### src/rtl/rcsbm_params.svh
// offsets, field positions, reset values and counts of the status monitor
`ifndef RCSBM_PARAMS_SVH
`define RCSBM_PARAMS_SVH

// ----------------------------------------------------------------
// register byte offsets
// ----------------------------------------------------------------
`define RCSBM_CTRL_OFS     12'h000
`define RCSBM_STAT_OFS     12'h004
`define RCSBM_ERRCNT_OFS   12'h008
`define RCSBM_OKCNT_OFS    12'h00c

// ----------------------------------------------------------------
// control fields and reset value
// ----------------------------------------------------------------
`define RCSBM_CTRL_BIST    0
`define RCSBM_CTRL_MODE_LO 1
`define RCSBM_CTRL_MODE_HI 2
`define RCSBM_CTRL_FRAM    3
`define RCSBM_CTRL_CKSEL   4
`define RCSBM_CTRL_RST     5'h00

// ----------------------------------------------------------------
// status fields
// ----------------------------------------------------------------
`define RCSBM_STAT_CODE_LO 0
`define RCSBM_STAT_STATE_LO 3
`define RCSBM_STAT_LOCK    6

// ----------------------------------------------------------------
// timing and pattern counts
// ----------------------------------------------------------------
`define RCSBM_RECENTER_CHARS 4'h9
`define RCSBM_ERR_MARGIN     17'h00010
`define RCSBM_SEQ_LAST       8'hff
`define RCSBM_LFSR_SEED      8'h01
`define RCSBM_START_CHAR     8'h00

`endif

### src/rtl/rcsbm_pkg.sv
// types shared by the receive status and self-test monitor
package rcsbm_pkg;

  // ----------------------------------------------------------------
  // status codes on the per-character status field
  // ----------------------------------------------------------------
  typedef enum logic [2:0] {
    RCSBM_ST_NORMAL   = 3'h0,
    RCSBM_ST_SPECIAL  = 3'h1,
    RCSBM_ST_BUFERR   = 3'h2,
    RCSBM_ST_FRAMING  = 3'h3,
    RCSBM_ST_VIOLATE  = 3'h4,
    RCSBM_ST_UNLOCK   = 3'h5,
    RCSBM_ST_DISPERR  = 3'h6,
    RCSBM_ST_WAIT     = 3'h7
  } rcsbm_code_t;

  // ----------------------------------------------------------------
  // self-test compare machine, one-hot
  // ----------------------------------------------------------------
  typedef enum logic [2:0] {
    RCSBM_SELF_TEST_START_STATE       = 3'b001,
    RCSBM_AWAIT_TEST_SEQUENCE_STATE   = 3'b010,
    RCSBM_COMPARE_STATE               = 3'b100
  } rcsbm_state_t;

endpackage : rcsbm_pkg

### src/rtl/rcsbm_monitor.sv
// receive character status encoder with self-test compare monitor
//
// The register addresses and the APB register port are this design's own decisions.
`timescale 1ns/10ps
`include "rcsbm_params.svh"

// How it works
// - independent status encoding used only when operating select is 00 or 01
// - valid data with correct disparity reports 000
// - special code, not framing nor violation, reports 001
// - elasticity buffer add/drop failure reports 010, priority 2
// - framing character reports 011 and its decoded value goes out
// - undecodable character reports 100, priority 3
// - receive PLL out of lock reports 101, priority 1
// - running disparity error reports 110 with substitute character
// - in self-test the status field shows the compare machine state
// - self-test good data compare 000, good command compare 001
// - self-test last character of sequence valid reports 010
// - self-test last character of sequence invalid reports 100
// - self-test start, lock loss or buffer fault report 101
// - self-test mismatch in any decoded bit reports 110
// - self-test comparing before start character seen reports 111
// - lock loss sends compare machine to start at once
// - errors above matches by over sixteen send machine to wait
// - buffer fault holds start status until nine characters pass
module rcsbm_monitor
  import rcsbm_pkg::*;
(
  input  wire logic        pclk,
  input  wire logic        presetn,
  input  wire logic [11:0] paddr,
  input  wire logic        psel,
  input  wire logic        penable,
  input  wire logic        pwrite,
  input  wire logic [31:0] pwdata,
  output logic      [31:0] prdata,
  output logic             pready,
  output logic             pslverr,
  input  wire logic        char_valid,
  input  wire logic [7:0]  char_data,
  input  wire logic        char_is_k28_5,
  input  wire logic        char_is_comma,
  input  wire logic        char_is_special,
  input  wire logic        char_violation,
  input  wire logic        char_disparity_err,
  input  wire logic        buffer_fault,
  input  wire logic        pll_locked_pin,
  output logic             rx_char_valid,
  output logic [7:0]       rx_char_data,
  output logic [2:0]       rx_char_status_code,
  output logic             rx_clock_source_select
);

  // ----------------------------------------------------------------
  // helpers
  // ----------------------------------------------------------------
  function automatic logic [7:0] lfsr_step(input logic [7:0] v);
    lfsr_step = {v[6:0], v[7] ^ v[5] ^ v[4] ^ v[3]};
  endfunction : lfsr_step

  function automatic logic [15:0] sat_inc(input logic [15:0] v);
    sat_inc = (v == 16'hffff) ? v : v + 16'h0001;
  endfunction : sat_inc

  // ----------------------------------------------------------------
  // lock pin synchroniser
  // ----------------------------------------------------------------
  logic lock_meta;
  logic lock_sync;

  always_ff @(posedge pclk or negedge presetn) begin
    if (!presetn) begin
      lock_meta <= 1'b0;
      lock_sync <= 1'b0;
    end else begin
      lock_meta <= pll_locked_pin;
      lock_sync <= lock_meta;
    end
  end

  wire unlock = ~lock_sync;

  // ----------------------------------------------------------------
  // apb slave
  // ----------------------------------------------------------------
  logic [4:0]   ctrl;
  rcsbm_state_t state;
  rcsbm_state_t next_state;
  logic [15:0]  err_cnt;
  logic [15:0]  ok_cnt;

  wire bist_en   = ctrl[`RCSBM_CTRL_BIST];
  wire [1:0] opsel = ctrl[`RCSBM_CTRL_MODE_HI:`RCSBM_CTRL_MODE_LO];
  wire fram_sel  = ctrl[`RCSBM_CTRL_FRAM];

  wire access  = psel & penable;
  wire done    = access & pready;
  wire hit_ctl = (paddr == `RCSBM_CTRL_OFS);
  wire hit_sta = (paddr == `RCSBM_STAT_OFS);
  wire hit_err = (paddr == `RCSBM_ERRCNT_OFS);
  wire hit_ok  = (paddr == `RCSBM_OKCNT_OFS);
  wire mapped  = hit_ctl | hit_sta | hit_err | hit_ok;
  // status and counters are read only; a write there is refused
  wire bad     = ~mapped | (pwrite & ~hit_ctl);
  wire wr_ctl  = done & pwrite & hit_ctl;

  wire [31:0] stat_word = {25'h0, lock_sync, state,
                           rx_char_status_code};
  wire [31:0] rd_mux = hit_ctl ? {27'h0, ctrl}    :
                       hit_sta ? stat_word        :
                       hit_err ? {16'h0, err_cnt} :
                       hit_ok  ? {16'h0, ok_cnt}  : 32'h0;

  // one wait state: pready rises in the second access cycle
  always_ff @(posedge pclk or negedge presetn) begin
    if (!presetn) begin
      pready  <= 1'b0;
      pslverr <= 1'b0;
      prdata  <= 32'h0;
    end else begin
      pready  <= access & ~pready;
      pslverr <= access & ~pready & bad;
      prdata  <= (access & ~pready & ~pwrite) ? rd_mux : 32'h0;
    end
  end

  always_ff @(posedge pclk or negedge presetn) begin
    if (!presetn) begin
      ctrl                   <= `RCSBM_CTRL_RST;
      rx_clock_source_select <= 1'b0;
    end else if (wr_ctl) begin
      ctrl                   <= pwdata[4:0];
      rx_clock_source_select <= pwdata[`RCSBM_CTRL_CKSEL];
    end
  end

  // ----------------------------------------------------------------
  // independent mode encoding
  // ----------------------------------------------------------------
  wire indep   = (opsel == 2'b00) | (opsel == 2'b01);
  // framing selector picks full K28.5 only or any comma
  wire framing = fram_sel ? char_is_comma : char_is_k28_5;
  wire special = char_is_special & ~framing & ~char_violation;

  // priority ladder, first listed wins: unlock, buffer, violation, framing, disparity, special
  wire [2:0] ind_code =
    unlock             ? RCSBM_ST_UNLOCK  :
    buffer_fault       ? RCSBM_ST_BUFERR  :
    char_violation     ? RCSBM_ST_VIOLATE :
    framing            ? RCSBM_ST_FRAMING :
    char_disparity_err ? RCSBM_ST_DISPERR :
    special            ? RCSBM_ST_SPECIAL :
                         RCSBM_ST_NORMAL;

  // decoder already substitutes C-codes on errors; we pass it on
  wire [7:0] ind_data = char_data;

  // ----------------------------------------------------------------
  // self-test compare machine
  // ----------------------------------------------------------------
  logic [7:0] expect_data;
  logic [7:0] seq_pos;
  logic [3:0] hold_cnt;

  wire holding   = (hold_cnt != 4'h0);
  // command characters are placed where the pattern top bits are set
  wire exp_cmd   = (expect_data[7:5] == 3'b111);
  wire match     = (char_data == expect_data) &
                   (char_is_special == exp_cmd) &
                   ~char_violation & ~char_disparity_err;
  wire last_char = (seq_pos == `RCSBM_SEQ_LAST);
  wire start_chr = (char_data == `RCSBM_START_CHAR) &
                   ~char_is_special & ~char_violation;
  wire [16:0] err_w = {1'b0, err_cnt};
  wire [16:0] ok_w  = {1'b0, ok_cnt} + `RCSBM_ERR_MARGIN;
  wire too_many     = (err_w > ok_w);

  wire in_cmp = (state == RCSBM_COMPARE_STATE);
  wire cmp_ev = char_valid & in_cmp & ~unlock & ~buffer_fault;

  always_comb begin
    next_state = state;
    case (state)
      RCSBM_SELF_TEST_START_STATE: begin
        if (char_valid & ~holding & ~unlock & ~buffer_fault)
          next_state = RCSBM_AWAIT_TEST_SEQUENCE_STATE;
      end
      RCSBM_AWAIT_TEST_SEQUENCE_STATE: begin
        if (char_valid & start_chr)
          next_state = RCSBM_COMPARE_STATE;
      end
      RCSBM_COMPARE_STATE: begin
        if (too_many)
          next_state = RCSBM_AWAIT_TEST_SEQUENCE_STATE;
      end
      default: next_state = RCSBM_SELF_TEST_START_STATE;
    endcase
    if (!bist_en | unlock | buffer_fault)
      next_state = RCSBM_SELF_TEST_START_STATE;
  end

  always_ff @(posedge pclk or negedge presetn) begin
    if (!presetn)
      state <= RCSBM_SELF_TEST_START_STATE;
    else
      state <= next_state;
  end

  // recenter hold counted in received characters
  always_ff @(posedge pclk or negedge presetn) begin
    if (!presetn)
      hold_cnt <= 4'h0;
    else if (buffer_fault & bist_en)
      hold_cnt <= `RCSBM_RECENTER_CHARS;
    else if (char_valid & holding)
      hold_cnt <= hold_cnt - 4'h1;
  end

  // pattern position and expected character
  wire seed_now = char_valid & start_chr &
                  ((state == RCSBM_AWAIT_TEST_SEQUENCE_STATE) |
                   (in_cmp & last_char));

  always_ff @(posedge pclk or negedge presetn) begin
    if (!presetn) begin
      expect_data <= `RCSBM_LFSR_SEED;
      seq_pos     <= 8'h0;
    end else if (seed_now & ~(in_cmp & last_char)) begin
      expect_data <= lfsr_step(`RCSBM_LFSR_SEED);
      seq_pos     <= 8'h1;
    end else if (cmp_ev & last_char) begin
      // the next sequence must open with the start character again
      expect_data <= `RCSBM_START_CHAR;
      seq_pos     <= 8'h0;
    end else if (cmp_ev & (seq_pos == 8'h0)) begin
      expect_data <= lfsr_step(`RCSBM_LFSR_SEED);
      seq_pos     <= 8'h1;
    end else if (cmp_ev) begin
      expect_data <= lfsr_step(expect_data);
      seq_pos     <= seq_pos + 8'h1;
    end
  end

  // error and match counters, cleared outside compare
  always_ff @(posedge pclk or negedge presetn) begin
    if (!presetn) begin
      err_cnt <= 16'h0;
      ok_cnt  <= 16'h0;
    end else if (!in_cmp) begin
      err_cnt <= 16'h0;
      ok_cnt  <= 16'h0;
    end else if (cmp_ev & match) begin
      ok_cnt  <= sat_inc(ok_cnt);
    end else if (cmp_ev) begin
      err_cnt <= sat_inc(err_cnt);
    end
  end

  // ----------------------------------------------------------------
  // self-test status code
  // ----------------------------------------------------------------
  wire [2:0] cmp_code =
    last_char       ? (match ? RCSBM_ST_BUFERR
                             : RCSBM_ST_VIOLATE) :
    ~match          ? RCSBM_ST_DISPERR :
    char_is_special ? RCSBM_ST_SPECIAL :
                      RCSBM_ST_NORMAL;

  wire [2:0] bist_code =
    (unlock | buffer_fault | holding |
     (state == RCSBM_SELF_TEST_START_STATE)) ?
                    RCSBM_ST_UNLOCK :
    (state == RCSBM_AWAIT_TEST_SEQUENCE_STATE) ?
      (start_chr ? RCSBM_ST_NORMAL
                 : RCSBM_ST_WAIT) :
                    cmp_code;

  // outside independent modes the bonded encoders own the field
  wire [2:0] out_code = bist_en ? bist_code :
                        indep   ? ind_code  :
                                  RCSBM_ST_NORMAL;

  // ----------------------------------------------------------------
  // output stage, data and status share one register stage
  // ----------------------------------------------------------------
  always_ff @(posedge pclk or negedge presetn) begin
    if (!presetn) begin
      rx_char_valid       <= 1'b0;
      rx_char_data        <= 8'h0;
      rx_char_status_code <= RCSBM_ST_NORMAL;
    end else begin
      rx_char_valid <= char_valid;
      if (char_valid) begin
        rx_char_data        <= ind_data;
        rx_char_status_code <= out_code;
      end
    end
  end

endmodule : rcsbm_monitor

### config.mk
export PLATFORM = sky130hd
export DESIGN_NAME = rcsbm_monitor
export DESIGN_NICKNAME = d
export VERILOG_FILES = /design/src/rtl/rcsbm_pkg.sv /design/src/rtl/rcsbm_monitor.sv
export VERILOG_INCLUDE_DIRS = /design/src /design/src/rtl
export SDC_FILE = /design/constraint.sdc
export NUM_CORES = 1
export LEC_CHECK = 0
export CAP_MARGIN = 5
export CELL_PAD_IN_SITES_DETAIL_PLACEMENT = 1
export CELL_PAD_IN_SITES_GLOBAL_PLACEMENT = 2
export CORE_MARGIN = 3
export CORE_UTILIZATION = 43
export CTS_CLUSTER_SIZE = 12
export DETAILED_ROUTE_END_ITERATION = 12
export DONT_BUFFER_PORTS = 1
export PLACE_DENSITY = 0.87
export SETUP_SLACK_MARGIN = 0.4
export SYNTH_ARGS = -nofsm -noshare
export SYNTH_HDL_FRONTEND = slang
export SYNTH_SLANG_ARGS = --single-unit
export TNS_END_PERCENT = 1
### constraint.sdc
create_clock -name pclk -period 4.9 [get_ports pclk]
set_clock_uncertainty 0.05 [all_clocks]
set_input_delay 1.47 -clock pclk [delete_from_list [all_inputs] [get_ports pclk]]
set_output_delay 1.47 -clock pclk [all_outputs]
set_load 0.02 [all_outputs]
# After elaboration in Yosys (flattened, before gate mapping)
# Cells that the tools add are included.
op_classes:
  magnitude_cmp: 1
  reduce_logical: 11
  n_mul: 0
  mux: 43
  n_addsub: 5
  bitwise: 56
  div: 0
  eq_ne: 21
  shift: 0
ops:
  columns: ["operator", "n"]
  rows:
  - ["$mux W16", 12]
  - ["$mux W8", 8]
  - ["$mux W3", 17]
  - ["$add A16 B1 Y16 const B", 2]
  - ["$eq A16 B16 Y1 const B", 2]
  - ["$and A1 B1 Y1", 30]
  - ["$eq A12 B4 Y1 const B", 2]
  - ["$add A16 B5 Y17 const B", 1]
  - ["$gt A16 B17 Y1", 1]
  - ["$logic_not A8 Y1", 2]
  - ["$eq A12 B3 Y1 const B", 1]
  - ["$logic_not A12 Y1", 1]
  - ["$not A1 Y1", 12]
  - ["$or A1 B1 Y1", 11]
  - ["$pmux W3 S3", 1]
  - ["$add A8 B1 Y8 const B", 1]
  - ["$eq A8 B8 Y1", 1]
  - ["$eq A8 B8 Y1 const B", 1]
  - ["$mux W4", 2]
  - ["$reduce_bool A4 Y1", 2]
  - ["$eq A3 B3 Y1 const B", 2]
  - ["$ne A2 B2 Y1 const B", 3]
  - ["$ne A3 B3 Y1 const B", 2]
  - ["$reduce_and A3 Y1", 2]
  - ["13 further kinds", 18]
word_totals:
  word_cells: 153
  memories: 0
  latchBits: 0
  romBits: 0
  out_inout_bits: 47
  regBits: 93
  ramBits: 0

# Longest topological paths before layout
depth:
  ltp_word: 12
  depth_mapped: 13
  mapped_depth_nobuf: 12

# Least setup slack after synthesis
# No wires, ideal clock.
synth_path:
  path_kind: "input-to-reg"
  from: "input char_data[5]"
  to: "register ok_cnt[11]"
  cell_stages: 7
  n_path_buf: 1
  setup_ps: 78
  arrival_ps: 3233
  slack_ps: 1539
  path_cell_list: "xor2_1 > nor4_4 > nand4_4 > or4_4 > buf_6 > or3_1 > a21oi_1"
synth_between:
  elab_chain_cells: 7
synth_rtl:
  columns: ["element", "line", "source"]
  rows:
  - ["start, declared", "rcsbm_monitor.sv:40", "input wire logic [7:0] char_data,"]
  - ["$eq A8 B8 Y1", "rcsbm_monitor.sv:168", "wire match = (char_data == expect_data) &"]
  - ["$and A1 B1 Y1", "rcsbm_monitor.sv:168", null]
  - ["$and A1 B1 Y1", "rcsbm_monitor.sv:169", "(char_is_special == exp_cmd) &"]
  - ["$and A1 B1 Y1", "rcsbm_monitor.sv:170", "~char_violation & ~char_disparity_err;"]
  - ["$and A1 B1 Y1", "rcsbm_monitor.sv:252", "end else if (cmp_ev & match) begin"]
  - ["$ne A2 B1 Y1 (no line)", null, null]
  - ["$reduce_and A2 Y1 (no line)", null, null]
  - ["end signal, assigned", "rcsbm_monitor.sv:253", "ok_cnt <= sat_inc(ok_cnt);"]
  - ["end, declared", "rcsbm_monitor.sv:90", "logic [15:0] ok_cnt;"]
# No other way between the ends.
# A chain may end at the register's enable or synchronous reset.

# Final worst setup path
layout_path:
  from: "register ok_cnt[6]"
  to: "register state[2]"
layout_between:
  elab_chain_cells: 4
layout_rtl:
  columns: ["element", "line", "source"]
  rows:
  - ["$add A16 B5 Y17 (no line)", null, null]
  - ["$gt A16 B17 Y1", "rcsbm_monitor.sv:176", "wire too_many = (err_w > ok_w);"]
  - ["$ne A3 B2 Y1 (no line)", null, null]
  - ["$reduce_and A3 Y1 (no line)", null, null]
  - ["end signal, assigned", "rcsbm_monitor.sv:206", "state <= next_state;"]
  - ["end, declared", "rcsbm_monitor.sv:87", "rcsbm_state_t state;"]
# No other way between the ends.

==> impl_results.md <==
* Clock latency on the worst-skew pair at 0.35 ns
* Vias in the first global route at 4398
* Synth Area per Inst at 9.78 um2
* Clock slew at the register clock pins of the worst setup and hold paths at 0.07 ns
* Initial DRT Pass Iterations at 4
* Crit end category: flip-flop
* Most numerous cell in the Yosys netlist: dfrtp_1
* Share of power burned in the clock network at 40.9%
* Cells along the critical path: and3_1 > nand3_1 > nor2_1 > nand3_1 > or2_2 > xor2_1 > ha_1 > nand3_1 > a2111oi_0 > a211oi_1 > o311ai_0 > a211oi_1
* Die Footprint at 13900 um2
* Synth top area cells: dfrtp_1 42%, ha_1 5.3%, nor2_1 4.3%, xnor2_1 4.1%, xor2_1 3.9%
* PostCTS Resize Cnt at 0
* Fin crit share at 72.3%
* Worst vdd ir at 0.255 mV
* Final Hold Fails at 0
* CTS tree: built
* Rows at 40
* Reg power frac at 52.3%
* Nets at 626
* Synth warn at 0
* Slew Limit Fails at 0
* Max cap viols at 0
* Fin Setup TNS at 0 ns
* Leakage at 2.51 nW
* Top-area cell type share of the netlist area at 41.7%
* CTS H-tree lvls at 3
* Main synth FF type: dfrtp_1
* Combinational Power Share at 6.8%
* CTS sink count at 92
* Min Clock Period, post-route at 3.54 ns
* DP HPWL at 10.0 mm
* Least-Margin Pin Slew at 0.747 ns
* Fin util at 47.0%
* Starting DRC count in detailed routing at 149
* PD cells at 276 nW/um2
* Largest net degree at the start of global routing at 93
* Synth top cells by count: 90 x dfrtp_1, 62 x nor2_1, 28 x nand2_1
* Hold_buf cts at 0
* Asr flop ratio synth at 100%
* CP Launch Type: flip-flop
* Worst relative slew slack at 50.2%
* Unique masters post-synth at 66
* Data required, critical path at 5.07 ns
* Yosys top cell by area: dfrtp_1
* Setup-failing EPs final at 0
* Vias per cell at 5.76
* Drt wl/cell at 19.2 um
* CP max stage delay at 0.50 ns
* I/O pins at 112
* Die extent in y at 118 um
* DRC violations left at 0
* Die Wd at 118 um
* Post-DRT Antenna Nets at 0
* Initial antenna violation count at 0
* Crit path DAT at 3.71 ns
* Most used cell, CP: nand3_1
* DR vias at 4094
* Initial Utilization at 44.4%
* Status: completed
* Share of layout cells above drive strength 1 at 10.5%
* Sw power at 0.388 mW
* EDFF count, synth at 0
* Final wirelength at 13.6 mm
* Core area at 12200 um2
* GP Congestion at 0.821
* Sw frac at 24.6%
* First-pass GRT wire length at 22.7 mm
* ANT cells at 0
* Cts bufs inserted at 9
* Fmax at 282 MHz
* Crit Path Max Fanout at 8
* Area Overhead vs Synth at 5.82%
* Postcts setup bufs at 0
* Seq/Total Area, Yosys at 42.7%
* HP Class: reg2reg
* Critical path class: reg2reg
* Synth Register Bits at 92
* Buffers on Ports at 0
* Int Pwr at 1.19 mW
* Clock Tree Root: clkbuf_16
* Top delay family on crit path: simple AND/OR/NAND/NOR gates
* Critical path buffer and inverter count at 0
* Fillers at 1372
* All-Layer GR Usage at 20.2%
* RSZ-0062 raised after global routing: false
* Critical path's slowest cell: dfrtp_1
* Global route total overflow at 0
* Clock Tree Buf Depth at 2
* Gate count of the mapped netlist at 552
* Mapped Area at 5400 um2
-- state kept, by name, indices dropped and copies added (netlist names) --
name	count
expect_data	8
pready	1
pslverr	1
state	3
prdata	16
lock_sync	1
rx_char_valid	1
hold_cnt	4
rx_char_data	8
rx_char_status_code	3
ctrl	4
rx_clock_source_select	1
err_cnt	16
ok_cnt	16
seq_pos	8
lock_meta	1
-- final timing paths --
check | start | end | slack [ns] | cells past startpoint
max reg2reg | ok_cnt[6] | state[2] | 1.36 | 12
min in group asynchronous | presetn | err_cnt[3] | 0.76 | 0
max | ok_cnt[6] | state[2] | 1.36 | 12
min | lock_meta | lock_sync | 0.30 | 0
min reg2reg | lock_meta | lock_sync | 0.30 | 0
max in group asynchronous | presetn | expect_data[0] | 3.78 | 0
-- placed cells by master, fill, tap and decap left out, types with 3 or more instances in the layout --
master / synthesis / routed
nor3_1: 14 / 14
xor2_1: 24 / 24
or2_2: 4 / 4
a21o_1: 5 / 5
mux2_2: 16 / 16
mux2i_1: 8 / 8
and4_1: 4 / 4
nor3b_1: 3 / 3
o31ai_1: 3 / 3
dfrtp_1: 90 / 90
inv_1: 20 / 20
or3_1: 11 / 11
o21ai_0: 14 / 14
clkbuf_16: 0 / 9
o221a_2: 7 / 7
ha_1: 23 / 23
xnor2_1: 25 / 25
conb_1: 1 / 16
and3_1: 9 / 9
a211oi_1: 3 / 3
a21oi_1: 20 / 20
a41oi_1: 3 / 3
nor2b_1: 3 / 3
a2111oi_0: 6 / 6
nand4_1: 11 / 11
nor4_1: 10 / 10
o221ai_1: 4 / 4
o211ai_1: 3 / 3
nand3_1: 24 / 24
a31oi_1: 5 / 5
a22o_1: 5 / 5
nand2_1: 28 / 28
nor2_1: 62 / 62
nand2b_1: 4 / 4
-- final cells by class --
| class | instances | area (um2) | share of cell area [%] |
|---|---|---|---|
| multi-input combinational | 415 | 2850 | 49.9 |
| sequential | 92 | 2300 | 40.4 |
| clock buffer | 12 | 246 | 4.32 |
| tap | 168 | 210 | 3.68 |
| inverter | 20 | 75.1 | 1.31 |
| clock inverter | 4 | 25.0 | 0.438 |
-- logic make-up after synthesis --
logic type	share of synthesized area, %
other	0.0695
muxes	4.82
DFF	42.7
xor gates and xnor gates	7.95
and+or+nand+nor	20.8
adders and majority gates	5.33
AOI/OAI and AO/OA	12.7
buffers and inverters	5.54
-- metal layers --
metal,part of all wire (%),GRT usage (%),vias up
li1,-,-,1933
met1,43,24.4,2061
met2,50,34.5,80
met3,4.9,6.15,20
met4,1.9,6.15,0
met5,0,0,-
-- per-stage QoR --
| stage | power, mW | std cells | setup WS (ns) | hold WS (ns) | area, um2 |
|---|---|---|---|---|---|
| 3_3_place_gp | 0.936 | 695 | 1.39 | 0.287 | 5440 |
| 3_5_place_dp | 0.947 | 695 | 1.36 | 0.290 | 5440 |
| 5_1_grt | 1.65 | 711 | 0.957 | 0.319 | 5710 |
| 2_1_floorplan | 0.936 | 567 | 1.54 | 0.281 | 5450 |
| 6_report | 1.58 | 711 | 1.36 | 0.301 | 5710 |
| 4_1_cts | 1.60 | 711 | 1.36 | 0.303 | 5710 |
-- power by group through the flow --
| stage | clock network, mW | registers (mW) | logic, mW |
|---|---|---|---|
| 6_report | 0.646 | 0.825 | 0.107 |
| 3_5_place_dp | 0 | 0.840 | 0.107 |
| 2_1_floorplan | 0 | 0.831 | 0.104 |
| 3_3_place_gp | 0 | 0.837 | 0.0986 |
| 5_1_grt | 0.699 | 0.829 | 0.120 |
| 4_1_cts | 0.666 | 0.826 | 0.108 |
Note: power is estimated with default switching activity, not from simulation.
